**src/common/probe_latch_pkg.sv**
```systemverilog
// Purpose: Shared constants for the two-channel touch probe position latch
// Assumes: Object dictionary indices are used directly as register addresses
// Notes:   Each channel owns one byte of the function and status words

package probe_latch_pkg;

    // ------------------------------------------------------------
    // Object indices
    // ------------------------------------------------------------
    localparam logic [15:0] IDX_FUNCTION = 16'h60b8;
    localparam logic [15:0] IDX_STATUS = 16'h60b9;
    localparam logic [15:0] IDX_ONE_RISE = 16'h60ba;
    localparam logic [15:0] IDX_ONE_FALL = 16'h60bb;
    localparam logic [15:0] IDX_TWO_RISE = 16'h60bc;
    localparam logic [15:0] IDX_TWO_FALL = 16'h60bd;

    // ------------------------------------------------------------
    // Widths and reset values
    // ------------------------------------------------------------
    localparam int INDEX_WIDTH = 16;
    localparam int WORD_WIDTH = 16;
    localparam int DATA_WIDTH = 32;
    localparam int POS_WIDTH = 32;
    localparam int CHANNEL_SHIFT = 8;
    localparam logic [15:0] FUNCTION_RESET = 16'h0000;
    localparam logic [15:0] FUNCTION_WRITABLE = 16'h3737;
    localparam logic [31:0] POSITION_RESET = 32'h0000_0000;

    // ------------------------------------------------------------
    // Field positions inside one channel byte
    // ------------------------------------------------------------
    localparam int FN_ENABLE = 0;
    localparam int FN_MODE = 1;
    localparam int FN_SOURCE = 2;
    localparam int FN_RISE_EN = 4;
    localparam int FN_FALL_EN = 5;
    localparam int ST_ENABLED = 0;
    localparam int ST_RISE = 1;
    localparam int ST_FALL = 2;
    localparam int ST_COUNT = 6;

endpackage : probe_latch_pkg

```
**src/touch_probe_position_latch.sv**
```systemverilog
// Purpose: Two touch probe channels latching feedback position on trigger edges
// Assumes: Object access port on clk_sys; probe pins and index are asynchronous
// Notes:   Position input is on clk_sys and sampled with no extra delay
//
// Functional notes
// - Two independent latch channels, armed and running concurrently.
// - Channel one uses function low byte, reports in status low byte.
// - Channel two uses function high byte, reports in status high byte.
// - Channel one captures land only in channel one position registers.
// - Channel two captures land only in channel two position registers.
// - Function bit 2 picks probe input one or encoder index.
// - Function bit 10 picks probe input two or encoder index.
// - Function bit 0 enables channel one; disabled channel captures nothing.
// - Mode bit zero: capture only the first qualifying rise and the first qualifying fall after arming.
// - Mode bit one: capture every qualifying event, overwriting the old value.
// - Function bit 4 enables channel one rising edge capture.
// - Function bit 5 enables channel one falling edge capture.
// - Function bit 12 enables channel two rising edge capture.
// - Function bit 13 enables channel two falling edge capture.
// - Channel one rise and fall captures go to separate signed registers.
// - Channel two rise and fall captures go to separate signed registers.
// - Function word is 16-bit read-write, resets zero, reserved bits zero.
// - Status bits 1,2 and 9,10 flag stored rise and fall positions.
// - Status bits 6,7 and 14,15 count continuous executions modulo four.
// - Status bits 0 and 8 show each channel enabled.

`timescale 1ns/100ps

module touch_probe_position_latch
    import probe_latch_pkg::*;
(
    input wire logic clk_sys,
    input wire logic rst,
    input wire logic probe_one_pin,
    input wire logic probe_two_pin,
    input wire logic encoder_index,
    input wire logic signed [probe_latch_pkg::POS_WIDTH-1:0] feedback_position,
    input wire logic [probe_latch_pkg::INDEX_WIDTH-1:0] od_index,
    input wire logic od_wr,
    input wire logic od_rd,
    input wire logic [probe_latch_pkg::DATA_WIDTH-1:0] od_wdata,
    output logic [probe_latch_pkg::DATA_WIDTH-1:0] od_rdata,
    output logic od_ack,
    output logic od_err
);

    import probe_latch_pkg::*;

    // ------------------------------------------------------------
    // Helpers
    // ------------------------------------------------------------
    function automatic logic [1:0] count_step(input logic [1:0] cnt);
        count_step = cnt + 2'h1;
    endfunction : count_step

    function automatic logic [7:0] fn_byte(input logic [15:0] word, input int ch);
        fn_byte = word[ch*CHANNEL_SHIFT +: 8];
    endfunction : fn_byte

    // ------------------------------------------------------------
    // Trigger synchronisers
    // ------------------------------------------------------------
    logic pin_one_rise;
    logic pin_one_fall;
    logic pin_two_rise;
    logic pin_two_fall;
    logic index_rise;
    logic index_fall;

    // Edge detection runs on synchronised levels only
    edge_sync u_sync_one (
        .clk_sys(clk_sys),
        .rst(rst),
        .async_in(probe_one_pin),
        .level(),
        .rise(pin_one_rise),
        .fall(pin_one_fall)
    );

    edge_sync u_sync_two (
        .clk_sys(clk_sys),
        .rst(rst),
        .async_in(probe_two_pin),
        .level(),
        .rise(pin_two_rise),
        .fall(pin_two_fall)
    );

    edge_sync u_sync_index (
        .clk_sys(clk_sys),
        .rst(rst),
        .async_in(encoder_index),
        .level(),
        .rise(index_rise),
        .fall(index_fall)
    );

    // ------------------------------------------------------------
    // Object access decode
    // ------------------------------------------------------------
    logic [15:0] function_word;
    logic [15:0] status_word;
    logic [POS_WIDTH-1:0] position [4];
    logic sel_function;
    logic sel_status;
    logic sel_pos_one_rise;
    logic sel_pos_one_fall;
    logic sel_pos_two_rise;
    logic sel_pos_two_fall;
    logic sel_any;
    logic access;
    logic bad_access;
    logic function_write;
    logic [DATA_WIDTH-1:0] next_rdata;

    assign sel_function = (od_index == IDX_FUNCTION);
    assign sel_status = (od_index == IDX_STATUS);
    assign sel_pos_one_rise = (od_index == IDX_ONE_RISE);
    assign sel_pos_one_fall = (od_index == IDX_ONE_FALL);
    assign sel_pos_two_rise = (od_index == IDX_TWO_RISE);
    assign sel_pos_two_fall = (od_index == IDX_TWO_FALL);
    assign sel_any = sel_function | sel_status | sel_pos_one_rise | sel_pos_one_fall
                   | sel_pos_two_rise | sel_pos_two_fall;
    assign access = od_wr | od_rd;
    // Writes to read-only objects are refused, nothing changes
    assign bad_access = access & (~sel_any | (od_wr & ~sel_function));
    assign function_write = od_wr & sel_function;

    // Else-if chain expressed as a priority select
    assign next_rdata = sel_function ? {16'h0000, function_word} :
                        sel_status ? {16'h0000, status_word} :
                        sel_pos_one_rise ? position[0] :
                        sel_pos_one_fall ? position[1] :
                        sel_pos_two_rise ? position[2] :
                        sel_pos_two_fall ? position[3] :
                        32'h0000_0000;

    // ------------------------------------------------------------
    // Function word
    // ------------------------------------------------------------
    // Reserved bits are forced low so they always read back zero
    always_ff @(posedge clk_sys) begin
        if (rst) begin
            function_word <= FUNCTION_RESET;
        end else if (function_write) begin
            function_word <= od_wdata[15:0] & FUNCTION_WRITABLE;
        end
    end

    always_ff @(posedge clk_sys) begin
        if (rst) begin
            od_rdata <= 32'h0000_0000;
            od_ack <= 1'b0;
            od_err <= 1'b0;
        end else begin
            od_ack <= access;
            od_err <= bad_access;
            if (od_rd & ~bad_access) begin
                od_rdata <= next_rdata;
            end
        end
    end

    // ------------------------------------------------------------
    // Channels
    // ------------------------------------------------------------
    logic [1:0] ch_enable;
    logic [1:0] ch_mode;
    logic [1:0] ch_source;
    logic [1:0] ch_rise_en;
    logic [1:0] ch_fall_en;
    logic [1:0] ch_pin_rise;
    logic [1:0] ch_pin_fall;
    logic [1:0] trig_rise;
    logic [1:0] trig_fall;
    logic [1:0] rise_cap;
    logic [1:0] fall_cap;
    logic [1:0] rearm;
    logic [1:0] enable_prev;
    logic [1:0] rise_stored;
    logic [1:0] fall_stored;
    logic [1:0] exec_count [2];

    assign ch_pin_rise = {pin_two_rise, pin_one_rise};
    assign ch_pin_fall = {pin_two_fall, pin_one_fall};

    for (genvar c = 0; c < 2; c++) begin : g_channel
        logic [7:0] cfg;
        logic any_cap;

        // Each channel reads only its own byte
        assign cfg = fn_byte(function_word, c);
        assign ch_enable[c] = cfg[FN_ENABLE];
        assign ch_mode[c] = cfg[FN_MODE];
        assign ch_source[c] = cfg[FN_SOURCE];
        assign ch_rise_en[c] = cfg[FN_RISE_EN];
        assign ch_fall_en[c] = cfg[FN_FALL_EN];

        // Source select: own pin or shared encoder index
        assign trig_rise[c] = ch_source[c] ? index_rise : ch_pin_rise[c];
        assign trig_fall[c] = ch_source[c] ? index_fall : ch_pin_fall[c];

        // Single mode latches once per edge kind until re-armed
        assign rise_cap[c] = ch_enable[c] & ch_rise_en[c] & trig_rise[c]
                           & (ch_mode[c] | ~rise_stored[c]);
        assign fall_cap[c] = ch_enable[c] & ch_fall_en[c] & trig_fall[c]
                           & (ch_mode[c] | ~fall_stored[c]);
        assign any_cap = rise_cap[c] | fall_cap[c];
        assign rearm[c] = ch_enable[c] & ~enable_prev[c];

        // A capture in the re-arm cycle wins over the clear
        always_ff @(posedge clk_sys) begin
            if (rst) begin
                enable_prev[c] <= 1'b0;
                rise_stored[c] <= 1'b0;
                fall_stored[c] <= 1'b0;
                exec_count[c] <= 2'h0;
            end else begin
                enable_prev[c] <= ch_enable[c];
                if (rise_cap[c]) begin
                    rise_stored[c] <= 1'b1;
                end else if (rearm[c]) begin
                    rise_stored[c] <= 1'b0;
                end
                if (fall_cap[c]) begin
                    fall_stored[c] <= 1'b1;
                end else if (rearm[c]) begin
                    fall_stored[c] <= 1'b0;
                end
                if (any_cap & ch_mode[c]) begin
                    exec_count[c] <= count_step(exec_count[c]);
                end else if (rearm[c]) begin
                    exec_count[c] <= 2'h0;
                end
            end
        end

        // Rise and fall held apart, each in its own channel pair
        capture_register #(
            .WIDTH(POS_WIDTH)
        ) u_rise_pos (
            .clk_sys(clk_sys),
            .rst(rst),
            .load(rise_cap[c]),
            .data_in(feedback_position),
            .value(position[2*c])
        );

        capture_register #(
            .WIDTH(POS_WIDTH)
        ) u_fall_pos (
            .clk_sys(clk_sys),
            .rst(rst),
            .load(fall_cap[c]),
            .data_in(feedback_position),
            .value(position[2*c+1])
        );

        // Status byte for this channel
        assign status_word[c*CHANNEL_SHIFT +: 8] = {exec_count[c], 3'b000, fall_stored[c],
                                                    rise_stored[c], ch_enable[c]};

        // ------------------------------------------------------------
        // Checks
        // ------------------------------------------------------------
        a_rise_pos_value: assert property (
            @(posedge clk_sys) disable iff (rst)
            rise_cap[c] |=> position[2*c] == $past(feedback_position))
        else $error("Rise position not latched from feedback");

        a_fall_pos_value: assert property (
            @(posedge clk_sys) disable iff (rst)
            fall_cap[c] |=> position[2*c+1] == $past(feedback_position))
        else $error("Fall position not latched from feedback");

        a_pos_hold: assert property (
            @(posedge clk_sys) disable iff (rst)
            !rise_cap[c] |=> $stable(position[2*c]))
        else $error("Rise position changed without a capture");

        a_disabled_quiet: assert property (
            @(posedge clk_sys) disable iff (rst)
            !ch_enable[c] |-> !rise_cap[c] && !fall_cap[c])
        else $error("Disabled channel captured");

        a_single_once: assert property (
            @(posedge clk_sys) disable iff (rst)
            !ch_mode[c] && rise_stored[c] |-> !rise_cap[c])
        else $error("Single mode captured twice");

        a_cont_every: assert property (
            @(posedge clk_sys) disable iff (rst)
            ch_mode[c] && ch_enable[c] && ch_rise_en[c] && trig_rise[c] |-> rise_cap[c])
        else $error("Continuous mode missed an edge");

        a_edge_gates: assert property (
            @(posedge clk_sys) disable iff (rst)
            (rise_cap[c] |-> ch_rise_en[c]) and (fall_cap[c] |-> ch_fall_en[c]))
        else $error("Capture on a disabled edge");

        a_count_wrap: assert property (
            @(posedge clk_sys) disable iff (rst)
            ch_mode[c] && any_cap |=> exec_count[c] == 2'($past(exec_count[c]) + 2'h1))
        else $error("Execution count did not advance");

        a_stored_flag: assert property (
            @(posedge clk_sys) disable iff (rst)
            fall_cap[c] |=> status_word[c*CHANNEL_SHIFT+ST_FALL])
        else $error("Fall stored flag not set");

        a_rearm_clear: assert property (
            @(posedge clk_sys) disable iff (rst)
            rearm[c] && !rise_cap[c] |=> !rise_stored[c])
        else $error("Re-arm did not clear rise flag");

        a_enable_status: assert property (
            @(posedge clk_sys) disable iff (rst)
            status_word[c*CHANNEL_SHIFT+ST_ENABLED] == function_word[c*CHANNEL_SHIFT+FN_ENABLE])
        else $error("Enabled status does not follow function bit");
    end

    // ------------------------------------------------------------
    // Access checks
    // ------------------------------------------------------------
    a_function_mask: assert property (
        @(posedge clk_sys) disable iff (rst)
        (function_word & ~FUNCTION_WRITABLE) == 16'h0000)
    else $error("Reserved function bits set");

    a_function_write: assert property (
        @(posedge clk_sys) disable iff (rst)
        function_write |=> function_word == ($past(od_wdata[15:0]) & FUNCTION_WRITABLE))
    else $error("Function write not stored");

    a_status_reserved: assert property (
        @(posedge clk_sys) disable iff (rst)
        (status_word & 16'h3838) == 16'h0000)
    else $error("Reserved status bits set");

    a_ack_timing: assert property (
        @(posedge clk_sys) disable iff (rst)
        access |=> od_ack ##1 !od_ack || $past(access))
    else $error("Access not answered next cycle");

endmodule : touch_probe_position_latch

```
**src/edge_sync.sv**
```systemverilog
// Purpose: Two-flop synchroniser with rise and fall pulses
// Assumes: Input is asynchronous to clk_sys
// Notes:   Edges are taken between the second and third flop only

`timescale 1ns/100ps

module edge_sync (
    input wire logic clk_sys,
    input wire logic rst,
    input wire logic async_in,
    output logic level,
    output logic rise,
    output logic fall
);

    logic meta;
    logic stable;
    logic prev;

    always_ff @(posedge clk_sys) begin
        if (rst) begin
            meta <= 1'b0;
            stable <= 1'b0;
            prev <= 1'b0;
        end else begin
            meta <= async_in;
            stable <= meta;
            prev <= stable;
        end
    end

    assign level = stable;
    assign rise = stable & ~prev;
    assign fall = ~stable & prev;

endmodule : edge_sync

```
**src/capture_register.sv**
```systemverilog
// Purpose: Read-only position holding register loaded by a strobe
// Assumes: Load strobe and data on clk_sys
// Notes:   Holds its value until the next load

`timescale 1ns/100ps

module capture_register #(
    parameter int WIDTH = 32
) (
    input wire logic clk_sys,
    input wire logic rst,
    input wire logic load,
    input wire logic [WIDTH-1:0] data_in,
    output logic [WIDTH-1:0] value
);

    always_ff @(posedge clk_sys) begin
        if (rst) begin
            value <= '0;
        end else if (load) begin
            value <= data_in;
        end
    end

endmodule : capture_register

```
**config.mk**
```make
export PLATFORM = sky130hd
export DESIGN_NAME = touch_probe_position_latch
export DESIGN_NICKNAME = d
export VERILOG_FILES = /design/src/common/probe_latch_pkg.sv /design/src/touch_probe_position_latch.sv /design/src/edge_sync.sv /design/src/capture_register.sv
export SDC_FILE = /design/constraint.sdc
export NUM_CORES = 1
export LEC_CHECK = 0
export BUFFER_PORTS_ARGS = -buffer_cell sky130_fd_sc_hd__buf_2
export CAP_MARGIN = 20
export CORE_UTILIZATION = 60
export CTS_BUF_LIST = sky130_fd_sc_hd__clkbuf_8
export DETAILED_ROUTE_END_ITERATION = 7
export PLACE_DENSITY = 0.93
export SETUP_SLACK_MARGIN = 0.05
export SLEW_MARGIN = 20
export SYNTH_ARGS = -nofsm -noshare
export SYNTH_HDL_FRONTEND = slang
export SYNTH_SLANG_ARGS = --single-unit
```
**constraint.sdc**
```tcl
create_clock -name clk_sys -period 3.91 [get_ports clk_sys]
set_input_delay 0.782 -clock clk_sys [delete_from_list [all_inputs] [get_ports clk_sys]]
set_output_delay 0.782 -clock clk_sys [all_outputs]
set_load 0.01 [all_outputs]
```
Yosys cells after proc, flatten, opt, wreduce, memory -nomap -nowiden
Memories as Yosys holds them, arrays and structs flattened.
Cells that the tools add are included.
{ "word_totals": {"register_bits": 187, "out_inout_bits": 34, "mem_bits_rw": 4, "mem_count": 1, "inputBits": 87, "wordCells": 130} }
{ "memory_table": {"columns": ["name", "depth", "width", "rd", "rd_clocked_by_memory_dff", "write_ports", "line_no", "source"], "rows": [
  ["exec_count", 2, 2, 2, 0, 2, "touch_probe_position_latch.sv:182", "logic [1:0] exec_count [2];"]
]} }
{ "op_classes": {"n_reduce_logical": 4, "n_eq_ne": 6, "n_addsub": 2, "n_bitwise": 58, "mux": 36} }
{ "ops": {"columns": ["operator", "count"], "rows": [
  ["$mux W32", 6],
  ["$eq A16 B15 Y1 const B", 6],
  ["$and A1 B1 Y1", 26],
  ["$mux W1", 26],
  ["$or A1 B1 Y1", 17],
  ["$not A1 Y1", 15],
  ["$mux W2", 4],
  ["$reduce_bool A2 Y1", 4],
  ["$add A2 B1 Y2 const B", 2]
]} }

Longest topological paths before layout
Gate-level depths: netlist (run 1).
{ "logic_depth": {"ltp_word": 12, "ltp_mapped": 7, "depth_no_buf": 5} }

Hierarchy
From an unflattened synthesis (run 1), not the netlist that was laid out.
{ "unflattened": {"cells_unflattened": 846, "area_unflattened_um2": 8235.4} }
{ "by_module_without_submodules": {"columns": ["module", "seq_area_each_um2", "area_per_inst_um2", "cells_each", "n_inst"], "rows": [
  ["capture_register", 640.6, 1163.6, 103, 4],
  ["touch_probe_position_latch", 1121.1, 3306.9, 410, 1],
  ["edge_sync", 60.1, 91.3, 8, 3]
]} }

Worst setup path before layout (run 1)
OpenSTA, ideal clock, no wires.
{ "synth_path": {"kind": "input to register", "startpoint": "input od_index[15] (netlist bit)", "endpoint": "register od_rdata[5] (netlist bit)", "setup_time_ns": 0.128, "path_buffers": 1, "t_arrival_ns": 2.417, "path_slack_ns": 1.366, "path_stages": 6, "required_ns": 3.782, "cell_sequence": "or4b_4 -> nor4_4 -> and3_1 -> buf_4 -> mux2i_1 -> nor2_1"} }
{ "synth_between": {"elab_chain_len": 11, "elab_cells_between_ends": 24, "cone_classes": "eq/ne: 6; mux: 6; bitwise: 12"} }
{ "synth_rtl": {"columns": ["item", "line_no", "source"], "rows": [
  ["from (decl)", "touch_probe_position_latch.sv:38", "input wire logic [probe_latch_pkg::INDEX_WIDTH-1:0] od_index,"],
  ["$eq A16 B15 Y1, on equally long branches", "touch_probe_position_latch.sv:116, touch_probe_position_latch.sv:117", null],
  ["$or A1 B1 Y1 (3 in series)", "touch_probe_position_latch.sv:122", "assign sel_any = sel_function | sel_status | sel_pos_one_rise | sel_pos_one_fall"],
  ["$or A1 B1 Y1 (2 in series)", "touch_probe_position_latch.sv:123", "| sel_pos_two_rise | sel_pos_two_fall;"],
  ["$not A1 Y1", "touch_probe_position_latch.sv:126", "assign bad_access = access & (~sel_any | (od_wr & ~sel_function));"],
  ["$or A1 B1 Y1", "touch_probe_position_latch.sv:126", null],
  ["$and A1 B1 Y1", "touch_probe_position_latch.sv:126", null],
  ["$not A1 Y1", "touch_probe_position_latch.sv:158", "if (od_rd & ~bad_access) begin"],
  ["$and A1 B1 Y1", "touch_probe_position_latch.sv:158", null],
  ["to (signal assigned)", "touch_probe_position_latch.sv:159", "od_rdata <= next_rdata;"],
  ["to (decl)", "touch_probe_position_latch.sv:42", "output logic [probe_latch_pkg::DATA_WIDTH-1:0] od_rdata,"]
]} }
Several ways; a longest one is shown, not always the timed one.
A chain may end at the register's enable or synchronous reset.

Final worst setup path (run 1)
{ "layout_path": {"startpoint": "input od_index[15] (netlist bit)", "endpoint": "register od_rdata[28] (netlist bit)"} }
The elaborated chain is that of the path after synthesis.

==> impl_metrics.py, run 1 <==
metrics = {
    "run_status": {
        "outcome": "finished, final reports clean",
    },
    "critical_path": {
        "max_stage_delay_ns": 0.58,
        "path_class": "primary input to flop",
        "worst_r2r_startpoint": "function_word[8]",
        "arrival_ns": 2.98,
        "start_kind": "primary input",
        "cp.required_ns": 4.25,
        "crit_slowest_cell": "or4b_4",
        "critPathCaptureType": "flop",
        "worstReg2RegEnd": "g_channel[1].u_rise_pos.value[17]",
        "crit_chain": "buf_2, or4b_4, nor4_4, a31oi_2, buf_4, nand2_1, o31ai_1",
        "worst-path-max-fanout": 16,
        "reg2reg_depth": 5,
        "reg2reg_setup_slack_ns": 1.57,
    },
    "floorplanning": {
        "core-area_um2": 12700,
        "row_count": 41,
        "start_util_pct": 62.1,
        "io_pins": 121,
        "die-area_um2": 13600,
        "die_h_um": 117,
        "die_width_um": 117,
    },
    "route": {
        "routed-wl-met2_um": 9450,
        "wl_met1_um": 8090,
        "highest_layer": "met4",
        "ant_nets": 0,
        "route.met3.wl_um": 1590,
        "drt-initial-drc-count": 760,
        "num_vias": 6526,
        "routed_wl_um": 19600,
        "viasPerCell": 5.94,
        "drt-pass1-iter-count": 6,
        "wl_per_cell_um": 17.8,
        "route.detailed.drc": 0,
    },
    "cts": {
        "clock_path_buffers": 2,
        "clk_latency_ns": 0.47,
        "cts.reportedPaths.clkPinSlew_ns": 0.09,
        "tritoncts": "built",
        "post_cts_resized": 0,
        "postCtsHoldBufs": 0,
        "clock-sinks": 191,
        "cts_buffers": 17,
        "post-cts-setup-buffers": 0,
        "htreeDepth": 4,
        "cts-root-buf": "clkbuf_8",
    },
    "timing": {
        "fin_crit_sh_pct": 67.4,
        "fin_crit_ns": 2.64,
        "fmax_ghz": 0.379,
        "rsz0062_at_grt": "no",
        "worst_slack_ns": 1.27,
        "hold_violations": 0,
        "setup_viol": 0,
        "worst_clock_skew_ns": 0.00864,
        "report.final.slew_viol_count": 0,
        "holdWs_ns": 0.439,
        "tightest_slew_ns": 0.991,
        "slew_headroom_pct": 34.0,
        "finalSetupTns_ns": 0,
    },
    "synth": {
        "synth-main-ff-cell": "dfxtp_1",
        "syn_inst": 844,
        "netlist-cell-type-count": 51,
        "synth_edf_count": 4,
        "syn_area_um2": 7900,
        "synth-async-reset-ratio_pct": 0,
        "synth_fp_nets": 931,
        "ys_warn_count": 0,
        "yosysSeqAreaShare_pct": 48.9,
        "synth_area_per_cell_um2": 9.35,
        "ys_ff_latch": 191,
    },
    "hold_path": {
        "min_delay_path_depth": 2,
        "hold_path.class": "flop to flop",
        "holdPathEnd": "od_rdata[10]",
        "min_from": "od_rdata[10]",
    },
    "pwr": {
        "swShare_pct": 24.2,
        "p_sw_w": 0.000802,
        "power_density_nw_per_um2": 376,
        "p_comb_share_pct": 5.4,
        "power_frac_seq_pct": 59.1,
        "pwr-share-clk_pct": 35.5,
        "p_total_w": 0.00332,
        "cellInternalPower_w": 0.00251,
        "p_leak_nw": 3.26,
        "peakVddDrop_mv": 0.223,
    },
    "global_routing": {
        "antenna_found_initial": 0,
        "grt_max_degree": 97,
        "grt_first_pass_wirelength_um": 30400,
        "overflow": 0,
        "grt_pass1_vias": 6255,
        "grt_use_total_pct": 29.4,
    },
    "finish": {
        "antennaDiodeCount": 0,
        "nNetsFinal": 1001,
        "fin_cells": 1098,
        "nFillCells": 954,
        "area_delta_synth_final_pct": 11.8,
        "layout-drive-gt1-share_pct": 16.5,
    },
    "placed_design": {
        "place_inst": 1067,
        "io_buffers": 98,
        "dpl.hpwl_um": 12300,
        "dp_slack_ns": 0.792,
        "finalWeightedCongestion": 0.864,
    },
    "job": {
        "cap_viol_max_count": 0,
    },
}
-- metal layers --
| metal | track usage (%) | vias up |
|---|---|---|
| li1 | - | 3088 |
| met5 | 0 | - |
| met1 | 35.5 | 3108 |
| met3 | 8.46 | 53 |
| met2 | 48.8 | 277 |
| met4 | 13.1 | 0 |
-- worst max path at each step --
stage                       from  slack [ns]      endpoint
floorplan           od_index[15]        1.37   od_rdata[5]
detailed placement  od_index[15]        0.79  od_rdata[24]
global placement    od_index[15]        0.83  od_rdata[31]
finish              od_index[15]        1.27  od_rdata[28]
global route        od_index[15]        1.18  od_rdata[28]
CTS                 od_index[15]        1.28  od_rdata[28]
-- metrics by stage --
| stage | cell area (µm²) | util (%) |
|---|---|---|
| floorplan | 7900 | - |
| global placement | 8480 | 66.6 |
| detailed placement | 8480 | 66.6 |
| CTS | 8830 | 69.4 |
| global route | 8830 | 69.4 |
| finish | 8830 | 69.4 |
-- critical path: cells and delay by family --
| kind | cells | cell delay [ns] |
|---|---|---|
| buffers and inverters | 2 | 0.45 |
| and+or+nand+nor | 3 | 1.21 |
| AOI/OAI and AO/OA | 2 | 0.52 |
-- cells by family (layout without fill, tap and decap cells) --
kind of cell	Yosys count	in the layout	share of synthesized area (%)
buffers and inverters	62	144	3.25
AOI/OAI and AO/OA	126	126	11.5
DFF	191	191	48.9
and+or+nand+nor	317	317	17.6
muxes	146	146	18.5
xor gates and xnor gates	2	2	0.222
-- power groups by stage --
stage | Combinational (W) | Sequential [W] | Clock, W
global placement | 0.000172 | 0.00200 | 0
detailed placement | 0.000175 | 0.00200 | 0
CTS | 0.000177 | 0.00196 | 0.00118
finish | 0.000180 | 0.00196 | 0.00118
global route | 0.000192 | 0.00196 | 0.00126
floorplan | 0.0000973 | 0.00200 | 0
-- sequential cells by signal, summed over array words and instances, names as in the netlist, 2 cells and up --
| name | flops |
|---|---|
| enable_prev | 2 |
| g_channel.u_rise_pos.value | 64 |
| g_channel.u_fall_pos.value | 64 |
| exec_count | 4 |
| function_word | 10 |
| rise_stored | 2 |
| fall_stored | 2 |
| od_rdata | 32 |
-- area by class of cell --
class	count	area, µm²	share of cell area [%]
Tap cell	172	215	2.44
Timing Repair Buffer	108	568	6.44
Clock inverter	10	62.6	0.709
Multi-Input combinational cell	591	3810	43.2
Clock buffer	21	289	3.27
Inverter	5	18.8	0.213
Sequential cell	191	3860	43.8
-- placed cells by master, fill, tap and decap left out, types with 6 or more instances in the layout --
cell	instances
dfxtp_1	187
nor2_1	185
mux2i_1	146
buf_2	97
nand2_1	62
a21oi_1	39
clkbuf_8	21
a221oi_1	18
o31ai_1	18
nor2b_1	15
nor3_1	11
buf_4	11
o211ai_1	8
nand2b_1	7
inv_1	6
-- cells in the mapped netlist (5+ instances only) --
library cell / number / area [µm²]
o22ai_1: 5 / 31.3
nand2_1: 62 / 233
buf_2: 16 / 80.1
nand2b_1: 7 / 43.8
and2_1: 5 / 31.3
a21oi_1: 39 / 195
o21ai_0: 5 / 25.0
clkbuf_1: 35 / 131
a221oi_1: 18 / 158
mux2i_1: 146 / 1460
nor2_1: 189 / 709
o31ai_1: 18 / 135
dfxtp_1: 187 / 3740
inv_1: 5 / 18.8
o211ai_1: 8 / 60.1
nor2b_1: 17 / 106
buf_1: 5 / 18.8
nor3_1: 11 / 55.1
No activity file was read; power rests on OpenSTA's default activity.
==> inputs of run 2 (changes only) <==
--- a/config.mk
+++ b/config.mk
@@ -7,10 +7,10 @@
 export LEC_CHECK = 0
 export BUFFER_PORTS_ARGS = -buffer_cell sky130_fd_sc_hd__buf_2
 export CAP_MARGIN = 20
-export CORE_UTILIZATION = 60
+export CORE_UTILIZATION = 53
 export CTS_BUF_LIST = sky130_fd_sc_hd__clkbuf_8
 export DETAILED_ROUTE_END_ITERATION = 7
-export PLACE_DENSITY = 0.93
+export PLACE_DENSITY = 0.87
 export SETUP_SLACK_MARGIN = 0.05
 export SLEW_MARGIN = 20
 export SYNTH_ARGS = -nofsm -noshare
==> constraint.sdc (replaced) <==
create_clock -name clk_sys -period 2.28 [get_ports clk_sys]
set_input_delay 0.456 -clock clk_sys [delete_from_list [all_inputs] [get_ports clk_sys]]
set_output_delay 0.456 -clock clk_sys [all_outputs]
set_load 0.01 [all_outputs]
==> impl_metrics.py, run 2 (synthesis results as in run 1) <==
metrics = {
    "floorplanning": {
        "row_count": 44,
        "core-area_um2": 14500,
        "io_pins": 121,
        "die_width_um": 124,
        "die_h_um": 124,
        "die-area_um2": 15400,
        "start_util_pct": 54.3,
    },
    "route": {
        "drt-pass1-iter-count": 5,
        "num_vias": 6445,
        "drt-initial-drc-count": 570,
        "viasPerCell": 5.69,
        "ant_nets": 0,
        "route.detailed.drc": 0,
        "routed_wl_um": 19100,
        "wl_per_cell_um": 16.9,
    },
    "timing": {
        "fin_crit_sh_pct": 82.1,
        "setup_viol": 0,
        "rsz0062_at_grt": "no",
        "slew_headroom_pct": 64.4,
        "fmax_ghz": 0.534,
        "worst_clock_skew_ns": 0.0147,
        "tightest_slew_ns": 0.532,
        "report.final.slew_viol_count": 0,
        "worst_slack_ns": 0.409,
        "fin_crit_ns": 1.87,
        "hold_violations": 0,
    },
    "cts": {
        "clk_latency_ns": 0.47,
        "post-cts-setup-buffers": 0,
        "tritoncts": "built",
        "post_cts_resized": 0,
        "cts_buffers": 17,
        "cts.reportedPaths.clkPinSlew_ns": 0.09,
        "clock-sinks": 191,
        "htreeDepth": 4,
        "clock_path_buffers": 2,
        "cts-root-buf": "clkbuf_8",
        "postCtsHoldBufs": 0,
    },
    "finish": {
        "seq_area_um2": 3860,
        "area_delta_synth_final_pct": 15.8,
        "nFillCells": 1222,
        "final_cell_mix": "187 x dfxtp_1, 185 x nor2_1, 146 x mux2i_1",
        "final_common_cell": "dfxtp_1",
        "multi_input_area_um2": 3810,
        "nNetsFinal": 1023,
        "layout-drive-gt1-share_pct": 18.5,
        "reg_top3": "g_channel.u_fall_pos.value: 64 flops, g_channel.u_rise_pos.value: 64 flops, od_rdata: 32 flops",
        "antennaDiodeCount": 0,
        "final_cell_area_um2": 9140,
    },
    "critical_path": {
        "path_class": "flop to flop",
        "worst-path-max-fanout": 18,
        "critPathCaptureType": "flop",
        "arrival_ns": 2.21,
        "cp.required_ns": 2.62,
        "start_kind": "flop",
    },
    "pwr": {
        "power_density_nw_per_um2": 653,
        "p_leak_nw": 3.42,
        "peakVddDrop_mv": 0.388,
    },
    "placed_design": {
        "finalWeightedCongestion": 0.822,
        "placed_area_um2": 8730,
        "io_buffers": 98,
        "dpl.hpwl_um": 12500,
        "dp_slack_ns": -0.00224,
    },
    "job": {
        "cap_viol_max_count": 0,
    },
    "global_routing": {
        "antenna_found_initial": 1,
        "grt_max_degree": 117,
        "overflow": 0,
        "grt_use_total_pct": 25.6,
        "grt_first_pass_wirelength_um": 30000,
        "grt_pass1_vias": 5904,
    },
    "run_status": {
        "outcome": "finished, final reports clean",
    },
    "hold_path": {
        "hold_path.class": "primary input to flop",
    },
}
run 2: cell types whose count changed in the layout (fill, tap and decap cells not counted):
| cell | before | now |
|---|---|---|
| bufinv_16 | 0 | 3 |
| buf_12 | 0 | 6 |
| clkinv_2 | 5 | 4 |
| clkinvlp_4 | 1 | 2 |
| clkbuf_8 | 21 | 18 |
| buf_4 | 11 | 27 |
| inv_6 | 1 | 2 |
run 2: critical path, stage by stage, from the launching register on:
cell and delay [ns]:
dfxtp_1 0.36, nor2b_1 0.23, a22oi_1 0.16, nor2_4 0.28
buf_4 0.40, mux2i_1 0.24, nor2_1 0.05
run 2: routing by layer:
layer	routed length (µm)	vias to the layer above	track usage, %
met4	309	2	9.15
met1	8500	3064	34.0
met2	9010	216	40.4
met3	1270	32	5.86
met5	9	-	0
li1	-	3131	-
run 2: through the flow:
step / hold slack (ns) / total power, W / setup TNS [ns] / util (%) / instances
global route: 0.210 / 0.00617 / 0 / 62.9 / 1133
finish: 0.201 / 0.00597 / 0 / 62.9 / 1133
floorplan: 0.414 / 0.00360 / 0 / - / 844
detailed placement: 0.430 / 0.00376 / -0.00435 / 60.1 / 1101
CTS: 0.191 / 0.00600 / 0 / 62.9 / 1133
global placement: 0.421 / 0.00375 / 0 / 60.1 / 1101
run 2: final timing paths:
path / startpoint / end / slack, ns / cells after the start
min: encoder_index / u_sync_index.meta / 0.20 / 2
max reg2reg: u_sync_index.level / g_channel[0].u_rise_pos.value[5] / 0.41 / 6
max: u_sync_index.level / g_channel[0].u_rise_pos.value[5] / 0.41 / 6
min reg2reg: od_rdata[14] / od_rdata[14] / 0.44 / 2
run 2: area by class of cell:
cell class | instances | share of cell area [%]
inverter | 5 | 0.205
clock buffer | 18 | 2.71
tap | 184 | 2.52
clock inverter | 14 | 1.79
sequential | 191 | 42.3
multi-input combinational | 591 | 41.7
timing repair buffer | 130 | 8.84
run 2: where the power goes:
part           total (W)  internal [W]  switching (W)
Sequential       0.00336       0.00335     0.00000557
Clock            0.00229       0.00111        0.00117
Combinational   0.000325      0.000116       0.000209
Total            0.00597       0.00458        0.00139
==> inputs of run 3 (changes only) <==
==> constraint.sdc (replaced) <==
create_clock -name clk_sys -period 1.6 [get_ports clk_sys]
set_input_delay 0.32 -clock clk_sys [delete_from_list [all_inputs] [get_ports clk_sys]]
set_output_delay 0.32 -clock clk_sys [all_outputs]
set_load 0.01 [all_outputs]
==> impl_metrics.py, run 3 (synthesis results as in run 1) <==
metrics = {
    "placed_design": {
        "place_inst": 1129,
        "io_buffers": 98,
        "finalWeightedCongestion": 0.871,
        "dpl.hpwl_um": 13400,
    },
    "timing": {
        "hold_violations": 0,
        "rsz0062_at_grt": "yes",
        "fmax_ghz": 0.605,
        "worst_clock_skew_ns": 0.00948,
        "tightest_slew_ns": 0.485,
        "finalSetupTns_ns": -0.0676,
        "fin_crit_ns": 1.65,
        "slew_headroom_pct": 67.7,
        "holdWs_ns": 0.0562,
        "setup_viol": 2,
        "report.final.slew_viol_count": 0,
        "worst_slack_ns": -0.0527,
        "fin_crit_sh_pct": 103,
    },
    "run_status": {
        "outcome": "complete, but fails checks",
        "violations": "negative setup slack",
    },
    "critical_path": {
        "critPathMostFrequentCell": "nand2_1",
        "critPathCaptureType": "flop",
        "startpoint": "od_index[15]",
        "reg2reg_depth": 7,
        "path_class": "primary input to flop",
        "worst-path-max-fanout": 8,
        "worst_r2r_startpoint": "u_sync_index.level",
        "start_kind": "primary input",
        "crit_chain": "buf_2, or4b_4, nor2_1, nand2_1, o311ai_0, nand2_1",
        "crit_slowest_cell": "or4b_4",
        "cp.required_ns": 1.96,
        "endpoint": "od_rdata[10]",
        "max_stage_delay_ns": 0.58,
        "arrival_ns": 2.01,
        "reg2reg_setup_slack_ns": -0.01,
        "worstReg2RegEnd": "g_channel[1].u_rise_pos.value[13]",
    },
    "floorplanning": {
        "die_h_um": 124,
        "row_count": 44,
        "io_pins": 121,
        "start_util_pct": 54.3,
        "core-area_um2": 14500,
        "die-area_um2": 15400,
        "die_width_um": 124,
    },
    "finish": {
        "fin_cells": 1173,
        "nNetsFinal": 1065,
        "antennaDiodeCount": 0,
        "reg_top3": "g_channel.u_fall_pos.value: 64 flops, g_channel.u_rise_pos.value: 64 flops, od_rdata: 32 flops",
        "final_common_cell": "nor2_1",
        "layout-drive-gt1-share_pct": 25.2,
        "final_cell_mix": "184 x nor2_1, 178 x dfxtp_1, 146 x mux2i_1",
        "multi_input_area_um2": 3940,
        "area_delta_synth_final_pct": 24.1,
        "seq_area_um2": 3870,
        "nFillCells": 1040,
    },
    "hold_path": {
        "min_delay_path_depth": 2,
        "hold_path.class": "primary input to flop",
    },
    "pwr": {
        "power_frac_seq_pct": 57.6,
        "p_comb_share_pct": 6.4,
        "p_total_w": 0.00831,
        "pwr-share-clk_pct": 35.9,
        "power_density_nw_per_um2": 848,
        "swShare_pct": 23.9,
        "p_leak_nw": 3.72,
        "peakVddDrop_mv": 0.584,
        "p_sw_w": 0.00199,
        "cellInternalPower_w": 0.00632,
    },
    "cts": {
        "clk_latency_ns": 0.48,
        "cts.reportedPaths.clkPinSlew_ns": 0.09,
        "clock_path_buffers": 2,
        "clock-sinks": 191,
        "cts_buffers": 17,
        "tritoncts": "built",
        "postCtsHoldBufs": 0,
        "cts-root-buf": "clkbuf_8",
        "htreeDepth": 4,
    },
    "route": {
        "routed_wl_um": 22300,
        "ant_nets": 0,
        "route.detailed.drc": 0,
        "num_vias": 6984,
        "viasPerCell": 5.95,
        "drt-initial-drc-count": 642,
        "drt-pass1-iter-count": 6,
        "wl_per_cell_um": 19.0,
    },
    "global_routing": {
        "grt_pass1_vias": 6386,
        "antenna_found_initial": 0,
        "grt_use_total_pct": 26.4,
        "grt_max_degree": 101,
        "overflow": 0,
        "grt_first_pass_wirelength_um": 31200,
    },
    "job": {
        "cap_viol_max_count": 0,
    },
}
## run 3: changes by cell type in the layout (fill, tap and decap cells not counted), sizes merged
| cell | change |
|---|---|
| buf | +36 |
| clkinv | -1 |
| clkbuf | +8 |
| bufinv | -2 |
| clkinvlp | -1 |
## run 3: critical path, delay by kind of cell
family	cells	cell delay, ns
AOI/OAI and AO/OA	1	0.53
buffers and inverters	1	0.11
and+or+nand+nor	4	1.04
## run 3: layout make-up
| cell class | instances | area share (%) |
|---|---|---|
| multi-input combinational | 591 | 40.2 |
| sequential | 191 | 39.6 |
| timing repair buffer | 172 | 13.9 |
| clock buffer | 20 | 2.81 |
| tap | 184 | 2.35 |
| clock inverter | 10 | 0.920 |
| inverter | 5 | 0.192 |
## run 3: worst min-delay path by stage
stage / start / to / slack (ns)
6_report: probe_two_pin / u_sync_two.meta / 0.06
2_1_floorplan: u_sync_index.meta / u_sync_index.level / 0.41
3_5_place_dp: od_rdata[7] / od_rdata[7] / 0.44
3_3_place_gp: u_sync_two.meta / u_sync_two.level / 0.42
5_1_grt: probe_one_pin / u_sync_one.meta / 0.07
4_1_cts: encoder_index / u_sync_index.meta / 0.06
## run 3: stage by stage
step                setup slack [ns]  util (%)  cell area [µm²]
CTS                           0.0410      64.8             9410
finish                       -0.0527      67.4             9790
floorplan                     -0.335         -             7920
global placement              -0.432      62.2             9040
detailed placement            -0.474      62.2             9040
global route                  -0.105      67.4             9790
## run 3: metal layers
layer / GRT usage, % / routed length, µm / vias to the layer above
met3: 5.40 / 1620 / 72
met4: 11.1 / 710 / 0
li1: - / - / 3213
met1: 32.9 / 9280 / 3364
met5: 0 / 0 / -
met2: 44.2 / 10700 / 335
## run 3: power groups by stage
stage	clock [W]	sequential (W)	combinational [W]
6_report	0.00299	0.00479	0.000534
5_1_grt	0.00318	0.00479	0.000565
4_1_cts	0.00301	0.00479	0.000511
3_5_place_dp	0	0.00490	0.000506
3_3_place_gp	0	0.00490	0.000499
2_1_floorplan	0	0.00490	0.000239
## run 3: repair_timing
action / 4_1_cts / 5_1_grt
pin swaps: 0 / 17
setup endpoints to repair: 22 / 128
resized for setup: 3 / 43
buffers inserted: 0 / 6
cloned: 0 / 8
